===== src/core/hfadc_pkg.sv =====
// Purpose: constants and types for the half-flash converter host controller
// Assumes: 10 MHz system clock, AXI4-Lite register access
// Notes: times in ns, cycle counts derived with rounding up

package hfadc_pkg;

   // ************************************
   // clock and timing
   // ************************************
   localparam int CLK_PERIOD_NS = 100;
   localparam int WAKE_NS = 360;
   localparam int ACQ_NS = 260;
   localparam int WR_PULSE_NS = 400;
   localparam int WR_RD_GAP_NS = 450;
   localparam int ACCESS_NS = 275;
   localparam int RDY_NS = 100;
   localparam int CONV_RD_NS = 1050;
   localparam int HOLD_NS = 100;

   function automatic int ns2cyc(input int ns);
      int c;
      c = (ns + CLK_PERIOD_NS - 1) / CLK_PERIOD_NS;
      return (c < 1) ? 1 : c;
   endfunction : ns2cyc

   localparam int WAKE_CYC = ns2cyc(WAKE_NS);
   localparam int ACQ_CYC = ns2cyc(ACQ_NS);
   localparam int WR_PULSE_CYC = ns2cyc(WR_PULSE_NS);
   localparam int WR_RD_GAP_CYC = ns2cyc(WR_RD_GAP_NS);
   localparam int ACCESS_CYC = ns2cyc(ACCESS_NS);
   localparam int RDY_CYC = ns2cyc(RDY_NS);
   localparam int CONV_RD_CYC = ns2cyc(CONV_RD_NS);
   localparam int HOLD_CYC = ns2cyc(HOLD_NS);

   // ************************************
   // register map
   // ************************************
   localparam logic [3:0] CTRL_OFS = 4'h0;
   localparam logic [3:0] STAT_OFS = 4'h4;
   localparam logic [3:0] DATA_OFS = 4'h8;
   localparam int CTRL_START_BIT = 0;
   localparam int CTRL_MODE_BIT = 1;
   localparam int CTRL_SLEEP_BIT = 2;
   localparam int CTRL_CH_LSB = 4;
   localparam int STAT_BUSY_BIT = 0;
   localparam int STAT_DONE_BIT = 1;
   localparam int STAT_AWAKE_BIT = 2;
   localparam logic [1:0] RESP_OKAY = 2'h0;
   localparam logic [1:0] RESP_SLVERR = 2'h2;

   typedef enum logic [3:0] {
      ST_IDLE = 4'b0000,
      ST_WAKE = 4'b0001,
      ST_ACQ = 4'b0010,
      ST_WR_LOW = 4'b0011,
      ST_WR_GAP = 4'b0100,
      ST_RD_LOW = 4'b0101,
      ST_RD_CONV = 4'b0110,
      ST_RELEASE = 4'b0111
   } hfadc_state_type;

   typedef struct packed {
      logic cs_n;
      logic rd_n;
      logic wr_n;
      logic wr_oe;
      logic sleep_n;
      logic mode;
      logic [2:0] chan;
   } hfadc_pins_type;

endpackage : hfadc_pkg


===== src/core/hfadc_host.sv =====
// Purpose: host controller driving a half-flash 8-bit converter through its pins
// Assumes: all device pins synchronous to clk_i; AXI4-Lite slave for software
// Notes: one conversion at a time; result captured while read strobe is low

`timescale 1ns/1ps

module hfadc_host
   import hfadc_pkg::*;
#(
   parameter int CHAN_W = 3
) (
   input wire logic clk_i,
   input wire logic nrst_i,
   input wire logic [3:0] s_awaddr_i,
   input wire logic s_awvalid_i,
   output logic s_awready_o,
   input wire logic [31:0] s_wdata_i,
   input wire logic [3:0] s_wstrb_i,
   input wire logic s_wvalid_i,
   output logic s_wready_o,
   output logic [1:0] s_bresp_o,
   output logic s_bvalid_o,
   input wire logic s_bready_i,
   input wire logic [3:0] s_araddr_i,
   input wire logic s_arvalid_i,
   output logic s_arready_o,
   output logic [31:0] s_rdata_o,
   output logic [1:0] s_rresp_o,
   output logic s_rvalid_o,
   input wire logic s_rready_i,
   output logic cs_n_o,
   output logic rd_n_o,
   output logic wr_n_o,
   output logic wr_oe_o,
   input wire logic rdy_i,
   input wire logic conv_done_n_i,
   input wire logic [7:0] result_i,
   output logic sleep_n_o,
   output logic mode_o,
   output logic [CHAN_W-1:0] channel_select_o
);

   // ************************************
   // state
   // ************************************
   hfadc_state_type st_reg, st_next;
   logic [7:0] cnt_reg, cnt_next;
   hfadc_pins_type pins_reg, pins_next;
   hfadc_pins_type cfg_next;
   logic [7:0] data_reg, data_next;
   logic done_reg, done_next;
   logic awake_reg, awake_next;
   logic go_reg, go_next;
   logic aw_reg, aw_next;
   logic w_reg, w_next;
   logic [3:0] awa_reg, awa_next;
   logic [31:0] wd_reg, wd_next;
   logic bv_reg, bv_next;
   logic [1:0] br_reg, br_next;
   logic rv_reg, rv_next;
   logic [31:0] rd_reg, rd_next;
   logic [1:0] rr_reg, rr_next;
   logic wr_do, done_set, cnt_zero;

   // ************************************
   // helpers
   // ************************************
   // load value for a down counter that runs c cycles
   function automatic logic [7:0] cyc8(input int c);
      return 8'(c - 1);
   endfunction : cyc8

   assign cnt_zero = (cnt_reg == 8'h00);
   assign wr_do = aw_reg && w_reg && !bv_reg;

   // ************************************
   // bus slave
   // ************************************
   always_comb begin
      aw_next = aw_reg;
      w_next = w_reg;
      awa_next = awa_reg;
      wd_next = wd_reg;
      bv_next = bv_reg;
      br_next = br_reg;
      rv_next = rv_reg;
      rd_next = rd_reg;
      rr_next = rr_reg;
      go_next = 1'b0;
      cfg_next = pins_reg;
      if (s_awvalid_i && !aw_reg) begin
         aw_next = 1'b1;
         awa_next = s_awaddr_i;
      end
      if (s_wvalid_i && !w_reg) begin
         w_next = 1'b1;
         wd_next = s_wdata_i;
      end
      if (wr_do) begin
         aw_next = 1'b0;
         w_next = 1'b0;
         bv_next = 1'b1;
         br_next = RESP_OKAY;
         if (awa_reg == CTRL_OFS) begin
            if (s_wstrb_i[0] || wd_reg[CTRL_START_BIT] || 1'b1) begin
               cfg_next.mode = wd_reg[CTRL_MODE_BIT];
               cfg_next.sleep_n = wd_reg[CTRL_SLEEP_BIT];
               cfg_next.chan = wd_reg[CTRL_CH_LSB +: 3];
               // start lasts one cycle; dropped unless awake and idle
               go_next = wd_reg[CTRL_START_BIT];
            end
         end else if (awa_reg != STAT_OFS && awa_reg != DATA_OFS) begin
            br_next = RESP_SLVERR;
         end
      end
      if (bv_reg && s_bready_i) begin
         bv_next = 1'b0;
      end
      if (s_arvalid_i && !rv_reg) begin
         rv_next = 1'b1;
         rr_next = RESP_OKAY;
         case (s_araddr_i)
            CTRL_OFS: rd_next = {25'h0, pins_reg.chan, 1'b0, pins_reg.sleep_n,
                                 pins_reg.mode, 1'b0};
            STAT_OFS: rd_next = {29'h0, awake_reg, done_reg, st_reg != ST_IDLE};
            DATA_OFS: rd_next = {24'h0, data_reg};
            default: begin
               rd_next = 32'h0;
               rr_next = RESP_SLVERR;
            end
         endcase
      end else if (rv_reg && s_rready_i) begin
         rv_next = 1'b0;
      end
   end

   // ************************************
   // conversion sequencer
   // ************************************
   always_comb begin
      pins_next = cfg_next;
      st_next = st_reg;
      cnt_next = cnt_zero ? 8'h00 : cnt_reg - 8'h01;
      data_next = data_reg;
      done_set = 1'b0;
      awake_next = awake_reg;
      if (!pins_next.sleep_n) begin
         awake_next = 1'b0;
      end
      case (st_reg)
         ST_IDLE: begin
            if (pins_next.sleep_n && !pins_reg.sleep_n) begin
               st_next = ST_WAKE;
               cnt_next = cyc8(WAKE_CYC);
            end else if (go_reg && pins_reg.sleep_n && awake_reg) begin
               st_next = ST_ACQ;
               cnt_next = cyc8(ACQ_CYC);
            end
         end
         ST_WAKE: begin
            if (cnt_zero) begin
               awake_next = 1'b1;
               st_next = ST_IDLE;
            end
         end
         ST_ACQ: begin
            if (cnt_zero) begin
               if (pins_reg.mode) begin
                  st_next = ST_WR_LOW;
                  cnt_next = cyc8(WR_PULSE_CYC);
               end else begin
                  st_next = ST_RD_CONV;
                  cnt_next = cyc8(CONV_RD_CYC + RDY_CYC);
               end
            end
         end
         ST_WR_LOW: begin
            if (cnt_zero) begin
               st_next = ST_WR_GAP;
               cnt_next = cyc8(WR_RD_GAP_CYC);
            end
         end
         ST_WR_GAP: begin
            if (cnt_zero && !conv_done_n_i) begin
               st_next = ST_RD_LOW;
               cnt_next = cyc8(ACCESS_CYC);
            end
         end
         ST_RD_CONV: begin
            if (cnt_zero && rdy_i && !conv_done_n_i) begin
               st_next = ST_RD_LOW;
               cnt_next = cyc8(ACCESS_CYC);
            end
         end
         ST_RD_LOW: begin
            if (cnt_zero) begin
               data_next = result_i;
               done_set = 1'b1;
               st_next = ST_RELEASE;
               cnt_next = cyc8(HOLD_CYC);
            end
         end
         ST_RELEASE: begin
            if (cnt_zero) begin
               st_next = ST_IDLE;
            end
         end
         default: st_next = ST_IDLE;
      endcase
      done_next = done_set ? 1'b1 : (go_reg ? 1'b0 : done_reg);
      // strobes decoded from the next state so they launch with it
      pins_next.cs_n = !(st_next inside {ST_WR_LOW, ST_WR_GAP, ST_RD_LOW, ST_RD_CONV});
      pins_next.rd_n = !(st_next inside {ST_RD_LOW, ST_RD_CONV});
      pins_next.wr_n = !(st_next == ST_WR_LOW);
      pins_next.wr_oe = pins_next.mode;
   end

   // ************************************
   // registers
   // ************************************
   always_ff @(posedge clk_i) begin
      if (!nrst_i) begin
         st_reg <= ST_IDLE;
         cnt_reg <= 8'h00;
         pins_reg <= '{cs_n: 1'b1, rd_n: 1'b1, wr_n: 1'b1, wr_oe: 1'b0,
                       sleep_n: 1'b0, mode: 1'b0, chan: 3'h0};
         data_reg <= 8'h00;
         done_reg <= 1'b0;
         awake_reg <= 1'b0;
         go_reg <= 1'b0;
         aw_reg <= 1'b0;
         w_reg <= 1'b0;
         awa_reg <= 4'h0;
         wd_reg <= 32'h0;
         bv_reg <= 1'b0;
         br_reg <= 2'h0;
         rv_reg <= 1'b0;
         rd_reg <= 32'h0;
         rr_reg <= 2'h0;
      end else begin
         st_reg <= st_next;
         cnt_reg <= cnt_next;
         pins_reg <= pins_next;
         data_reg <= data_next;
         done_reg <= done_next;
         awake_reg <= awake_next;
         go_reg <= go_next;
         aw_reg <= aw_next;
         w_reg <= w_next;
         awa_reg <= awa_next;
         wd_reg <= wd_next;
         bv_reg <= bv_next;
         br_reg <= br_next;
         rv_reg <= rv_next;
         rd_reg <= rd_next;
         rr_reg <= rr_next;
      end
   end

   // ************************************
   // outputs
   // ************************************
   assign s_awready_o = !aw_reg;
   assign s_wready_o = !w_reg;
   assign s_bvalid_o = bv_reg;
   assign s_bresp_o = br_reg;
   assign s_arready_o = !rv_reg;
   assign s_rvalid_o = rv_reg;
   assign s_rdata_o = rd_reg;
   assign s_rresp_o = rr_reg;
   assign cs_n_o = pins_reg.cs_n;
   assign rd_n_o = pins_reg.rd_n;
   assign wr_n_o = pins_reg.wr_n;
   assign wr_oe_o = pins_reg.wr_oe;
   assign sleep_n_o = pins_reg.sleep_n;
   assign mode_o = pins_reg.mode;
   assign channel_select_o = pins_reg.chan[CHAN_W-1:0];

endmodule : hfadc_host


===== config.mk =====
export PLATFORM = sky130hd
export DESIGN_NAME = hfadc_host
export DESIGN_NICKNAME = d
export VERILOG_FILES = /design/src/core/hfadc_pkg.sv /design/src/core/hfadc_host.sv
export SDC_FILE = /design/constraint.sdc
export NUM_CORES = 1
export LEC_CHECK = 0
export ABC_AREA = 1
export BUFFER_PORTS_ARGS = -buffer_cell sky130_fd_sc_hd__buf_2
export CAP_MARGIN = 20
export CORE_MARGIN = 2
export CORE_UTILIZATION = 25
export CTS_CLUSTER_DIAMETER = 30
export DETAILED_ROUTE_END_ITERATION = 7
export GPL_TIMING_DRIVEN = 0
export PLACE_DENSITY = 0.49
export SETUP_SLACK_MARGIN = 0.2
export SYNTH_ARGS = -nofsm -noshare
export SYNTH_HDL_FRONTEND = slang
export SYNTH_SLANG_ARGS = --single-unit

===== constraint.sdc =====
create_clock -name clk_i -period 1.7 [get_ports clk_i]
set_clock_uncertainty 0.15 [all_clocks]
set_input_delay 0.34 -clock clk_i [delete_from_list [all_inputs] [get_ports clk_i]]
set_output_delay 0.34 -clock clk_i [all_outputs]
set_load 0.03 [all_outputs]

---- Word level (Yosys, flattened, before mapping) ----
Cells that the tools add are included.
word-level totals
  output and inout port bits .............. 50
  bits of input ports ..................... 61
  word-level logic and storage cells ...... 112
  register bits ........................... 82
cells by class
  reductions and logical operators ........ 39
  $add $sub $neg .......................... 1
  equality and inequality tests ........... 15
  muxes and demuxes ....................... 35
  bitwise logic cells ..................... 1
operators with widths
  operator               number
  $mux W8                8
  $pmux W8 S6            1
  $mux W4                9
  $eq A4 B3 Y1 const B   8
  $pmux W4 S7            1
  $pmux W8 S3            1
  $logic_and A1 B1 Y1    14
  $eq A4 B2 Y1 const B   3
  $logic_not A4 Y1       3
  $mux W5                2
  $logic_not A1 Y1       9
  $mux W1                9
  $logic_not A8 Y1       1
  $reduce_bool A4 Y1     2
  $sub A8 B1 Y8 const B  1
  $mux W2                3
  $reduce_bool A2 Y1     3
  $reduce_or A2 Y1       3
  $eq A4 B1 Y1 const B   1
  $eq A4 B4 Y1 const B   1
  $ne A4 B3 Y1 const B   1
  $ne A4 B4 Y1 const B   1
  $reduce_and A2 Y1      2
  $mux W3                1
  other kinds (3)        3

---- Logic depth before layout (Yosys ltp) ----
Gate-level depths: netlist of the first run.
  word-level depth ........................ 9
  gate-level depth with buffers ........... 11
  depth with buffers taken out ............ 11

---- Worst setup path before layout of the first run ----
OpenSTA, ideal clock, no wires.
  path type ............................... flip-flop to flip-flop
  from .................................... register rv_reg (netlist: s_rvalid_o)
  to ...................................... register rr_reg[1] (netlist: s_rresp_o[1])
  library setup time ...................... 117 ps
  data required time ...................... 1433 ps
  path buffers ............................ 1
  stages on the path, launching flop included .. 7
  data arrival time ....................... 1365 ps
  period minus slack after synthesis ...... 1632 ps
  path slack .............................. 68 ps
  path through ............................ dfxtp_1 -> inv_1 -> nand2_1 -> inv_1 -> buf_2 -> o21ai_0 -> nor2_1
between the ends
  longest elaborated chain between the ends .. 2
ends and longest elaborated chain
  item                    line               text
  start, declared         hfadc_host.sv:60   logic rv_reg, rv_next;
  start signal, assigned  hfadc_host.sv:254  rv_reg <= rv_next;
  $logic_not A1 Y1        -
  named net s_arready_o   hfadc_host.sv:26   output logic s_arready_o,
  $logic_and A1 B1 Y1     hfadc_host.sv:119  if (s_arvalid_i && !rv_reg) begin
  end signal, assigned    hfadc_host.sv:256  rr_reg <= rr_next;
  end, declared           hfadc_host.sv:62   logic [1:0] rr_reg, rr_next;
The timed path passes the listed nets, and every way through them passes these cells.
A chain may end at the register's enable or synchronous reset.

---- Worst setup path after layout of the first run ----
  from .................................... register cnt_reg[0]
  to ...................................... register pins_reg, in the netlist rd_n_o
between the ends
  longest elaborated chain between the ends .. 8
  elaborated cells between the ends (all ways) .. 15
  classes of those cells .................. 2 x eq/ne; 7 x mux; 6 x reduce/logical
ends and longest elaborated chain
  item                               line               text
  start, declared                    hfadc_host.sv:47   logic [7:0] cnt_reg, cnt_next;
  start signal, assigned             hfadc_host.sv:242  cnt_reg <= cnt_next;
  $logic_not A8 Y1 (*)               hfadc_host.sv:73   assign cnt_zero = (cnt_reg == 8'h00);
  $logic_and A1 B1 Y1 (2 in series)  hfadc_host.sv:190  if (cnt_zero && rdy_i && !conv_done_n_i) begin
  $mux W4                            hfadc_host.sv:190
  $pmux W4 S7 (*)                    hfadc_host.sv:150  case (st_reg)
  $eq A4 B3 Y1                       hfadc_host.sv:213  pins_next.rd_n = !(st_next inside {ST_RD_LOW, ST_RD_CONV});
  $reduce_bool A2 Y1 (*)             hfadc_host.sv:213
  $logic_not A1 Y1 (*)               hfadc_host.sv:213
  end signal, assigned               hfadc_host.sv:225  pins_reg <= '{cs_n: 1'b1, rd_n: 1'b1, wr_n: 1'b1, wr_oe: 1'b0,
  end signal, assigned               hfadc_host.sv:243  pins_reg <= pins_next;
  end, declared                      hfadc_host.sv:48   hfadc_pins_type pins_reg, pins_next;
Every way passes the cells marked *; elsewhere a longest branch is shown, timed or not.

==> impl_metrics.yaml, run 1 <==
status:
  status: "completed"
layout:
  layoutNonFillerInstCount: 607
  n_antenna_cell: 0
  share_of_layout_cells_above_drive_strength_1_pct: 36.5
  final_nets: 533
  syn2layout_area_growth_pct: 35.6
  util_after_layout_pct: 34.8
clock_network:
  cts_tree: "done"
  cts-htree-levels: 2
  clk-insertion-delay-late_ns: 0.32
  clock_tree.root_cell: "sky130_fd_sc_hd__clkbuf_8"
  clock_tree.buffer_depth: 2
  ctsHoldBuffers: 0
  cts_buf_count: 5
  clkSlewWorstSetupHoldPaths_ns: 0.11
  cts_num_sinks: 55
routing:
  via_count: 2491
  drt_pass1_iterations: 4
  drt-vias-per-instance: 4.10
  drt_drc_violations_left: 0
  drt.antenna.violating_nets: 0
  drtIter0Drc: 85
  wire_per_inst_um: 11.3
  detailed_route_wl_um: 6880
die:
  placementRows: 37
  floorplan.initialDensity_pct: 25.7
  floorplan.die.width_um: 107
  ios: 111
  core_um2: 10300
  die_y_um: 107
  die_area_um2: 11400
worst_hold_path:
  worstHoldPathCells: 2
  min-delay-path-class: "in -> reg"
worst_setup_path:
  worstSetupStartpointType: "flop"
  path_class: "reg -> reg"
  max_fo_critical_path: 8
  rr_worst_depth: 10
  worst-endpoint-required_ns: 1.76
  crit_path_end_kind: "flop"
  worst-endpoint-arrival_ns: 1.66
power:
  p_leak_nw: 1.66
  max-vdd-ir-drop_mv: 0.493
  power_per_cell_area_nw_per_um2: 1110
  report.power.total_mw: 4.00
yosys:
  synth.yosys.seq_area_share_pct: 41.5
  post_synth_inst_count: 367
  ys_types: 37
  synthesis.area_per_instance_um2: 7.22
  synth-seq-cells: 55
  mappedNetlistArea_um2: 2650
  synth-warning-count: 0
global_routing:
  grt_use_met3_pct: 2.31
  global_route.usage.met2_pct: 19.7
  overall_global_routing_resource_usage_pct: 11.7
  grt_pass1_vias: 2226
  grt.met1_usage_pct: 15.1
  grt_remaining_overflow: 0
  antenna_found_initial: 0
  grt_busiest_layer: "met2"
  grt_max_degree: 19
  grt_first_pass_wirelength_um: 10600
flow_run:
  maxCapViolCount: 0
placement:
  gp_congestion: 0.812
  port_buffers: 54
  dpl.hpwl_um: 5090
  place_inst: 583
timing:
  layout_worst_path_cycle_share_pct: 94.0
  rsz0062_at_grt: "yes"
  drv_slew: 0
  worst_slew_pin_slew_ns: 0.644
  max-slew-margin-rel_pct: 57.1
  total_of_endpoints_with_negative_setup_slack_in_the_final_report: 0
  maxClockFrequency_mhz: 626
  post-route-min-period_ns: 1.60
  final-hold-violation-count: 0
-- through the flow --
stage / setup slack, ns / area [um2] / setup TNS (ns) / hold slack, ns
2_1_floorplan: 0.195 / 2750 / 0 / 0.274
3_3_place_gp: -0.0146 / 3190 / -0.0246 / 0.294
3_5_place_dp: -0.0122 / 3190 / -0.0423 / 0.299
4_1_cts: 0.0488 / 3420 / 0 / 0.0439
5_1_grt: 0.0113 / 3590 / 0 / 0.0437
6_report: 0.103 / 3590 / 0 / 0.0524
-- Yosys cell counts --
library cell               instances  share of area, %
sky130_fd_sc_hd__a211oi_1          1              0.28
sky130_fd_sc_hd__a21oi_1          27               5.1
sky130_fd_sc_hd__a21oi_2           1              0.33
sky130_fd_sc_hd__a22o_1            1              0.33
sky130_fd_sc_hd__a31oi_1           1              0.24
sky130_fd_sc_hd__buf_1             1              0.14
sky130_fd_sc_hd__buf_2             1              0.19
sky130_fd_sc_hd__buf_4            28               7.9
sky130_fd_sc_hd__clkbuf_1          3              0.42
sky130_fd_sc_hd__clkinv_1          1              0.14
sky130_fd_sc_hd__conb_1            1              0.14
sky130_fd_sc_hd__dfxtp_1          55                42
sky130_fd_sc_hd__ha_1              2              0.94
sky130_fd_sc_hd__inv_1            42               5.9
sky130_fd_sc_hd__inv_2             6              0.85
sky130_fd_sc_hd__nand2_1          53               7.5
sky130_fd_sc_hd__nand2_2           4              0.94
sky130_fd_sc_hd__nand2_4           1              0.42
sky130_fd_sc_hd__nand3_1          16               3.0
sky130_fd_sc_hd__nand3_2           1              0.38
sky130_fd_sc_hd__nand3_4           1              0.66
sky130_fd_sc_hd__nand4_1           4              0.94
sky130_fd_sc_hd__nor2_1           56               7.9
sky130_fd_sc_hd__nor2_2            7               1.7
sky130_fd_sc_hd__nor2_4            2              0.85
sky130_fd_sc_hd__nor3_1            4              0.76
sky130_fd_sc_hd__nor3b_1           1              0.28
sky130_fd_sc_hd__o211ai_1          3              0.85
sky130_fd_sc_hd__o21a_1            1              0.28
sky130_fd_sc_hd__o21ai_0          31               5.9
sky130_fd_sc_hd__o21ai_1           1              0.19
sky130_fd_sc_hd__o21bai_1          1              0.28
sky130_fd_sc_hd__o22ai_1           2              0.47
sky130_fd_sc_hd__o31ai_1           1              0.28
sky130_fd_sc_hd__or2_2             1              0.24
sky130_fd_sc_hd__xnor2_1           1              0.33
sky130_fd_sc_hd__xor2_1            4               1.3
-- final cells by class --
class                           count  area, um2
Buffer                             33        234
Clock buffer                        5       68.8
Clock inverter                      3       23.8
Fill cell                        1160       6730
Inverter                           49        191
Multi-Input combinational cell    257       1380
Sequential cell                    55       1120
Tap cell                          136        170
Timing Repair Buffer               69        405
-- path summary, 6_finish.rpt --
check,from,end,slack (ns)
max reg2reg,cnt_reg[0],rd_n_o,0.10
max,cnt_reg[0],rd_n_o,0.10
min reg2reg,data_reg[5],data_reg[5],0.31
min,s_bready_i,s_bvalid_o,0.05
-- kinds of logic (layout without fill, tap and decap cells) --
| group | count (synthesis) | after routing | synth area share, % |
|---|---|---|---|
| buffers and inverters | 82 | 159 | 15.6 |
| and+or+nand+nor | 151 | 152 | 25.6 |
| AOI/OAI and AO/OA | 71 | 71 | 14.5 |
| adders and majority gates | 2 | 2 | 0.944 |
| other | 1 | 27 | 0.142 |
| DFF | 55 | 55 | 41.5 |
| xor gates and xnor gates | 5 | 5 | 1.65 |
-- report_power, final --
part / leakage [nW] / switching, mW / internal [mW]
combinational: 1.16 / 0.963 / 0.758
sequential: 0.454 / 0.0987 / 1.42
clock: 0.0461 / 0.463 / 0.299
total: 1.66 / 1.52 / 2.48
-- cell usage in the layout, fill, tap and decap left out, types with 2 or more instances in the layout --
cell type | Yosys | layout
sky130_fd_sc_hd__buf_2 | 1 | 54
sky130_fd_sc_hd__nor2_1 | 56 | 50
sky130_fd_sc_hd__nand2_1 | 53 | 44
sky130_fd_sc_hd__dfxtp_1 | 55 | 44
sky130_fd_sc_hd__buf_4 | 28 | 40
sky130_fd_sc_hd__inv_1 | 42 | 36
sky130_fd_sc_hd__conb_1 | 1 | 27
sky130_fd_sc_hd__a21oi_1 | 27 | 26
sky130_fd_sc_hd__o21ai_0 | 31 | 24
sky130_fd_sc_hd__nand2_2 | 4 | 12
sky130_fd_sc_hd__nand3_1 | 16 | 10
sky130_fd_sc_hd__dfxtp_2 | 0 | 10
sky130_fd_sc_hd__inv_2 | 6 | 9
sky130_fd_sc_hd__nor2_4 | 2 | 9
sky130_fd_sc_hd__o21ai_1 | 1 | 8
sky130_fd_sc_hd__nand3_2 | 1 | 7
sky130_fd_sc_hd__nor2_2 | 7 | 6
sky130_fd_sc_hd__clkbuf_8 | 0 | 5
sky130_fd_sc_hd__nand4_1 | 4 | 4
sky130_fd_sc_hd__xor2_1 | 4 | 4
sky130_fd_sc_hd__o211ai_1 | 3 | 3
sky130_fd_sc_hd__clkbuf_1 | 3 | 3
sky130_fd_sc_hd__inv_4 | 0 | 3
sky130_fd_sc_hd__buf_6 | 0 | 3
sky130_fd_sc_hd__nor3_1 | 4 | 3
sky130_fd_sc_hd__nand2_4 | 1 | 2
sky130_fd_sc_hd__o22ai_1 | 2 | 2
sky130_fd_sc_hd__a21oi_2 | 1 | 2
-- per-layer routing --
metal,vias to the layer above,part of all wire [%]
met4,0,1.3
met5,-,0
met2,68,47
met1,1095,46
li1,1320,-
met3,8,5.2
-- what timing repair did --
item | 4_1_cts | 5_1_grt
pin swaps | 15 | 15
gates resized for setup | 27 | 38
buffers inserted | 8 | 7
endpoints found under the setup margin | 29 | 28
cloned | 0 | 1
-- worst max-delay path, stage by stage (launching register included) --
cell	delay, ns
sky130_fd_sc_hd__dfxtp_2	0.34
sky130_fd_sc_hd__inv_2	0.07
sky130_fd_sc_hd__ha_4	0.14
sky130_fd_sc_hd__nand2_4	0.07
sky130_fd_sc_hd__nor2_4	0.11
sky130_fd_sc_hd__buf_12	0.14
sky130_fd_sc_hd__nand3_2	0.06
sky130_fd_sc_hd__nand2_2	0.08
sky130_fd_sc_hd__nand4_1	0.11
sky130_fd_sc_hd__nand2_2	0.13
sky130_fd_sc_hd__nand3_2	0.07
(Power assumes the default switching activity.)
==> run 2, diff against run 1 <==
--- a/config.mk
+++ b/config.mk
@@ -6,14 +6,14 @@
 export NUM_CORES = 1
 export LEC_CHECK = 0
 export ABC_AREA = 1
-export BUFFER_PORTS_ARGS = -buffer_cell sky130_fd_sc_hd__buf_2
 export CAP_MARGIN = 20
 export CORE_MARGIN = 2
 export CORE_UTILIZATION = 25
 export CTS_CLUSTER_DIAMETER = 30
 export DETAILED_ROUTE_END_ITERATION = 7
+export DONT_BUFFER_PORTS = 1
 export GPL_TIMING_DRIVEN = 0
-export PLACE_DENSITY = 0.49
+export PLACE_DENSITY = 0.4
 export SETUP_SLACK_MARGIN = 0.2
 export SYNTH_ARGS = -nofsm -noshare
 export SYNTH_HDL_FRONTEND = slang
==> constraint.sdc (replaced) <==
create_clock -name clk_i -period 1.7 [get_ports clk_i]
set_clock_uncertainty 0.15 [all_clocks]
set_input_delay 0.34 -clock clk_i [delete_from_list [all_inputs] [get_ports clk_i]]
set_output_delay 0.34 -clock clk_i [all_outputs]
set_load 0.05 [all_outputs]
==> impl_metrics.yaml, run 2 (same netlist as run 1, synthesis figures left out) <==
timing:
  maxClockFrequency_mhz: 627
  worst_slew_pin_slew_ns: 0.742
  drv_slew: 0
  layout_worst_path_cycle_share_pct: 93.8
  final-hold-violation-count: 0
  post-route-min-period_ns: 1.59
  max-slew-margin-rel_pct: 50.6
  total_of_endpoints_with_negative_setup_slack_in_the_final_report: 0
  tns_ns: 0
  rsz0062_at_grt: "yes"
worst_setup_path:
  path_class: "reg -> reg"
  worst-endpoint-required_ns: 1.80
  crit_path_end_kind: "flop"
  worst-endpoint-arrival_ns: 1.70
  worstSetupStartpointType: "flop"
  max_fo_critical_path: 5
layout:
  seqCellArea_um2: 1140
  syn2layout_area_growth_pct: 33.5
  multi_input_area_um2: 1510
  final_common_cell: "sky130_fd_sc_hd__nor2_1"
  fillerInstances: 1130
  share_of_layout_cells_above_drive_strength_1_pct: 37.8
  n_antenna_cell: 0
  final_nets: 480
  final_cell_mix: "sky130_fd_sc_hd__nor2_1, sky130_fd_sc_hd__nand2_1, sky130_fd_sc_hd__buf_4, sky130_fd_sc_hd__dfxtp_1, sky130_fd_sc_hd__inv_1"
clock_network:
  clock_tree.buffer_depth: 2
  cts_num_sinks: 55
  cts_buf_count: 5
  cts_tree: "done"
  clk-insertion-delay-late_ns: 0.31
  clkSlewWorstSetupHoldPaths_ns: 0.11
  cts-htree-levels: 2
  clock_tree.root_cell: "sky130_fd_sc_hd__clkbuf_8"
power:
  max-vdd-ir-drop_mv: 0.486
  p_leak_nw: 1.53
  power_per_cell_area_nw_per_um2: 1190
  report.power.total_mw: 4.19
die:
  floorplan.initialDensity_pct: 25.7
  ios: 111
  die_y_um: 107
  core_um2: 10300
  placementRows: 37
  die_area_um2: 11400
  floorplan.die.width_um: 107
global_routing:
  grt_first_pass_wirelength_um: 11200
  grt_pass1_vias: 2235
  grt_remaining_overflow: 0
  overall_global_routing_resource_usage_pct: 12.5
  grt_max_degree: 17
  antenna_found_initial: 0
routing:
  via_count: 2348
  drt-vias-per-instance: 4.24
  detailed_route_wl_um: 7150
  drtIter0Drc: 113
  drt_drc_violations_left: 0
  drt_pass1_iterations: 4
  drt.antenna.violating_nets: 0
  wire_per_inst_um: 12.9
flow_run:
  maxCapViolCount: 0
status:
  status: "completed"
placement:
  dpl.hpwl_um: 5150
  port_buffers: 0
  gp_congestion: 0.840
worst_hold_path:
  min-delay-path-class: "in -> reg"
-- run 2: worst paths after layout --
check / start / slack [ns] / end / cells past startpoint
worst max-delay path: cnt_reg[3] / 0.11 / rd_n_o / 10
worst min-delay path: result_i[2] / 0.007 / data_reg[2] / 2
worst max register to register: cnt_reg[3] / 0.11 / rd_n_o / 10
worst min register to register: data_reg[6] / 0.32 / data_reg[6] / 2
-- run 2: critical path, stage by stage, from the launching register on --
cell and delay, ns:
sky130_fd_sc_hd__dfxtp_4 0.37, sky130_fd_sc_hd__nor2_4 0.13, sky130_fd_sc_hd__nand2_4 0.08, sky130_fd_sc_hd__nor2_4 0.15, sky130_fd_sc_hd__buf_12 0.14, sky130_fd_sc_hd__nand3_1 0.08, sky130_fd_sc_hd__nand2_2 0.09, sky130_fd_sc_hd__inv_1 0.05
sky130_fd_sc_hd__nor2_2 0.11, sky130_fd_sc_hd__nand3_2 0.11, sky130_fd_sc_hd__nand3_2 0.07
-- run 2: through the flow --
stage | std cells | setup slack [ns] | hold slack, ns | utilization [%] | instance area (um2)
final | 554 | 0.106 | 0.00725 | 34.3 | 3540
after global routing | 554 | 0.0250 | 0.00155 | 34.3 | 3540
after CTS | 548 | 0.0959 | 0.00563 | 32.2 | 3330
after detailed placement | 529 | -0.0390 | 0.293 | 28.6 | 2950
after global placement | 529 | -0.0396 | 0.285 | 28.6 | 2950
after floorplan | 393 | 0.131 | 0.274 | - | 2780
-- run 2: final cells by class --
class | instances | share of cell area [%]
buffer | 33 | 7.11
clock buffer | 6 | 2.05
clock inverter | 2 | 0.354
inverter | 49 | 5.69
multi-input combinational | 256 | 42.6
sequential | 55 | 32.4
tap | 136 | 4.81
timing repair buffer | 17 | 5.02
-- run 2: timing repair --
action	4_1_cts	5_1_grt
hold buffers	1	0
hold endpoints to repair	1	0
pin swaps	20	23
setup buffers	7	6
cloned	3	0
endpoints found under the setup margin	44	46
gates resized for setup	68	55
-- run 2: power by group --
group	leakage [nW]	switching (mW)	total, mW	internal [mW]
Sequential	0.459	0.166	1.60	1.43
Combinational	1.03	1.01	1.85	0.842
Clock	0.0412	0.451	0.741	0.290
-- run 2: routing by layer --
| metal | vias to the layer above | GRT usage [%] | share of wire [%] |
|---|---|---|---|
| met2 | 64 | 19.8 | 47 |
| met3 | 9 | 3.34 | 5.9 |
| met1 | 1063 | 17.0 | 46 |
| met5 | - | 0 | 0 |
| met4 | 0 | 3.25 | 0.95 |
| li1 | 1212 | - | - |
==> run 3, diff against run 2 <==
==> constraint.sdc (replaced) <==
create_clock -name clk_i -period 1.7 [get_ports clk_i]
set_clock_uncertainty 0.15 [all_clocks]
set_input_delay 0.34 -clock clk_i [delete_from_list [all_inputs] [get_ports clk_i]]
set_output_delay 0.34 -clock clk_i [all_outputs]
set_load 0.01 [all_outputs]
==> impl_metrics.yaml, run 3 (same netlist as run 1, synthesis figures left out) <==
placement:
  port_buffers: 0
  placement.cell_area_um2: 2920
  dpl.hpwl_um: 5090
  place_inst: 529
  gp_congestion: 0.776
  minimum_setup_slack_after_placement_ns: -0.0436
power:
  comb_power_share_pct: 42.8
  power_per_cell_area_nw_per_um2: 1180
  pwr-share-clk_pct: 18.8
  max-vdd-ir-drop_mv: 0.439
  register_share_of_total_power_pct: 38.5
  p_int_mw: 2.58
  report.power.total_mw: 4.02
  swShare_pct: 35.8
  netSwitchingPower_mw: 1.44
  p_leak_nw: 1.50
worst_setup_path:
  max_stage_delay_ns: 0.37
  critical_path.reg2reg.endpoint: "data_reg[5]"
  timing.critical_path.mode_cell: "sky130_fd_sc_hd__nor2_4"
  cp-endpoint: "data_reg[5]"
  critical_path.cell_chain: "nor2_4, nand2_4, nor2_4, buf_12, nand3_4, buf_4, o21ai_1, a21oi_1"
  rrSetupSlack_ns: 0.13
  crit_path_end_kind: "flop"
  max_fo_critical_path: 8
  worst-endpoint-arrival_ns: 1.64
  cp_slowest_cell: "sky130_fd_sc_hd__dfxtp_4"
  cp-startpoint: "cnt_reg[2]"
  regToRegStartpoint: "cnt_reg[2]"
  path_class: "reg -> reg"
  worst-endpoint-required_ns: 1.77
  worstSetupStartpointType: "flop"
  rr_worst_depth: 8
layout:
  fillerInstances: 1127
  n_antenna_cell: 0
  util_after_layout_pct: 33.1
  final_cell_area_um2: 3410
  syn2layout_area_growth_pct: 28.8
  final_cell_mix: "sky130_fd_sc_hd__nor2_1, sky130_fd_sc_hd__nand2_1, sky130_fd_sc_hd__dfxtp_1, sky130_fd_sc_hd__buf_4, sky130_fd_sc_hd__inv_1"
  share_of_layout_cells_above_drive_strength_1_pct: 30.5
  layoutNonFillerInstCount: 559
  final_nets: 485
  final_common_cell: "sky130_fd_sc_hd__nor2_1"
die:
  floorplan.initialDensity_pct: 25.7
  ios: 111
  die_area_um2: 11400
  floorplan.die.width_um: 107
  die_y_um: 107
  placementRows: 37
  core_um2: 10300
timing:
  total_of_endpoints_with_negative_setup_slack_in_the_final_report: 0
  post-route-min-period_ns: 1.57
  layout_worst_path_cycle_share_pct: 92.4
  tns_ns: 0
  fin_hold_ws_ns: 0.000348
  rsz0062_at_grt: "yes"
  final-hold-violation-count: 0
  worst_slew_pin_slew_ns: 0.659
  worst_slack_ns: 0.130
  maxClockFrequency_mhz: 637
  drv_slew: 0
  max-slew-margin-rel_pct: 56.1
clock_network:
  clock_tree.root_cell: "sky130_fd_sc_hd__clkbuf_8"
  clkSlewWorstSetupHoldPaths_ns: 0.10
  cts_tree: "done"
  clock_tree.buffer_depth: 2
  clk-insertion-delay-late_ns: 0.32
  cts-htree-levels: 2
  cts_num_sinks: 55
  cts_buf_count: 5
global_routing:
  overall_global_routing_resource_usage_pct: 12.2
  grt_first_pass_wirelength_um: 10900
  grt_pass1_vias: 2168
  antenna_found_initial: 0
  grt_remaining_overflow: 0
  grt_max_degree: 18
flow_run:
  maxCapViolCount: 0
routing:
  drt_pass1_iterations: 4
  drt.antenna.violating_nets: 0
  detailed_route_wl_um: 6900
  drtIter0Drc: 81
  wire_per_inst_um: 12.3
  drt-vias-per-instance: 4.19
  drt_drc_violations_left: 0
  via_count: 2343
status:
  status: "completed"
worst_hold_path:
  min-delay-path-class: "in -> reg"
[run 3: final cells by class]
type | instances | area (um2) | share of cell area [%]
flip-flops and latches | 55 | 1120 | 32.8
clock inverters | 2 | 16.3 | 0.476
clock buffers | 6 | 72.6 | 2.13
inverters | 49 | 189 | 5.53
multi-input cells | 256 | 1410 | 41.4
repair buffers | 22 | 198 | 5.79
plain buffers | 33 | 236 | 6.93
well taps | 136 | 170 | 4.98
[run 3: repair_timing]
| item | 4_1_cts | 5_1_grt |
|---|---|---|
| cloned | 0 | 1 |
| hold buffers | 2 | 0 |
| endpoints found under the hold margin | 2 | 0 |
| resized for setup | 31 | 51 |
| setup endpoints to repair | 30 | 33 |
| setup buffers | 13 | 6 |
| pin swaps | 13 | 17 |
[run 3: worst max-delay path, delay by kind of cell, from the launching register on]
kind | cells | cell delay, ns
and+or+nand+nor | 4 | 0.47
AOI/OAI and AO/OA | 2 | 0.16
DFF | 1 | 0.37
buffers and inverters | 2 | 0.32
[run 3: worst min path at each step]
stage | start | endpoint | slack, ns | cells after the start
4_1_cts | s_wdata_i[1] | wd_reg[1] | 0.002 | 2
6_report | result_i[3] | data_reg[3] | 0.0003 | 2
5_1_grt | s_wdata_i[6] | wd_reg[6] | 0.001 | 2
3_5_place_dp | s_bready_i | s_bvalid_o | 0.30 | 1
2_1_floorplan | wd_reg[0] | go_reg | 0.27 | 2
3_3_place_gp | data_reg[6] | data_reg[6] | 0.29 | 2
[run 3: layer usage]
metal  vias up  routed length (um)  global-route usage [%]
li1       1222                   -                       -
met1      1044                3050                    15.5
met2        68                3250                    19.7
met3         9                 499                    3.83
met4         0                 111                    4.27
met5         -                   0                       0
[run 3: power by group through the flow]
stage / Sequential, mW / Clock (mW) / Combinational [mW]
2_1_floorplan: 1.52 / 0 / 0.852
3_3_place_gp: 1.54 / 0 / 1.01
3_5_place_dp: 1.54 / 0 / 1.01
4_1_cts: 1.52 / 0.796 / 1.46
5_1_grt: 1.56 / 0.842 / 1.89
6_report: 1.55 / 0.754 / 1.72
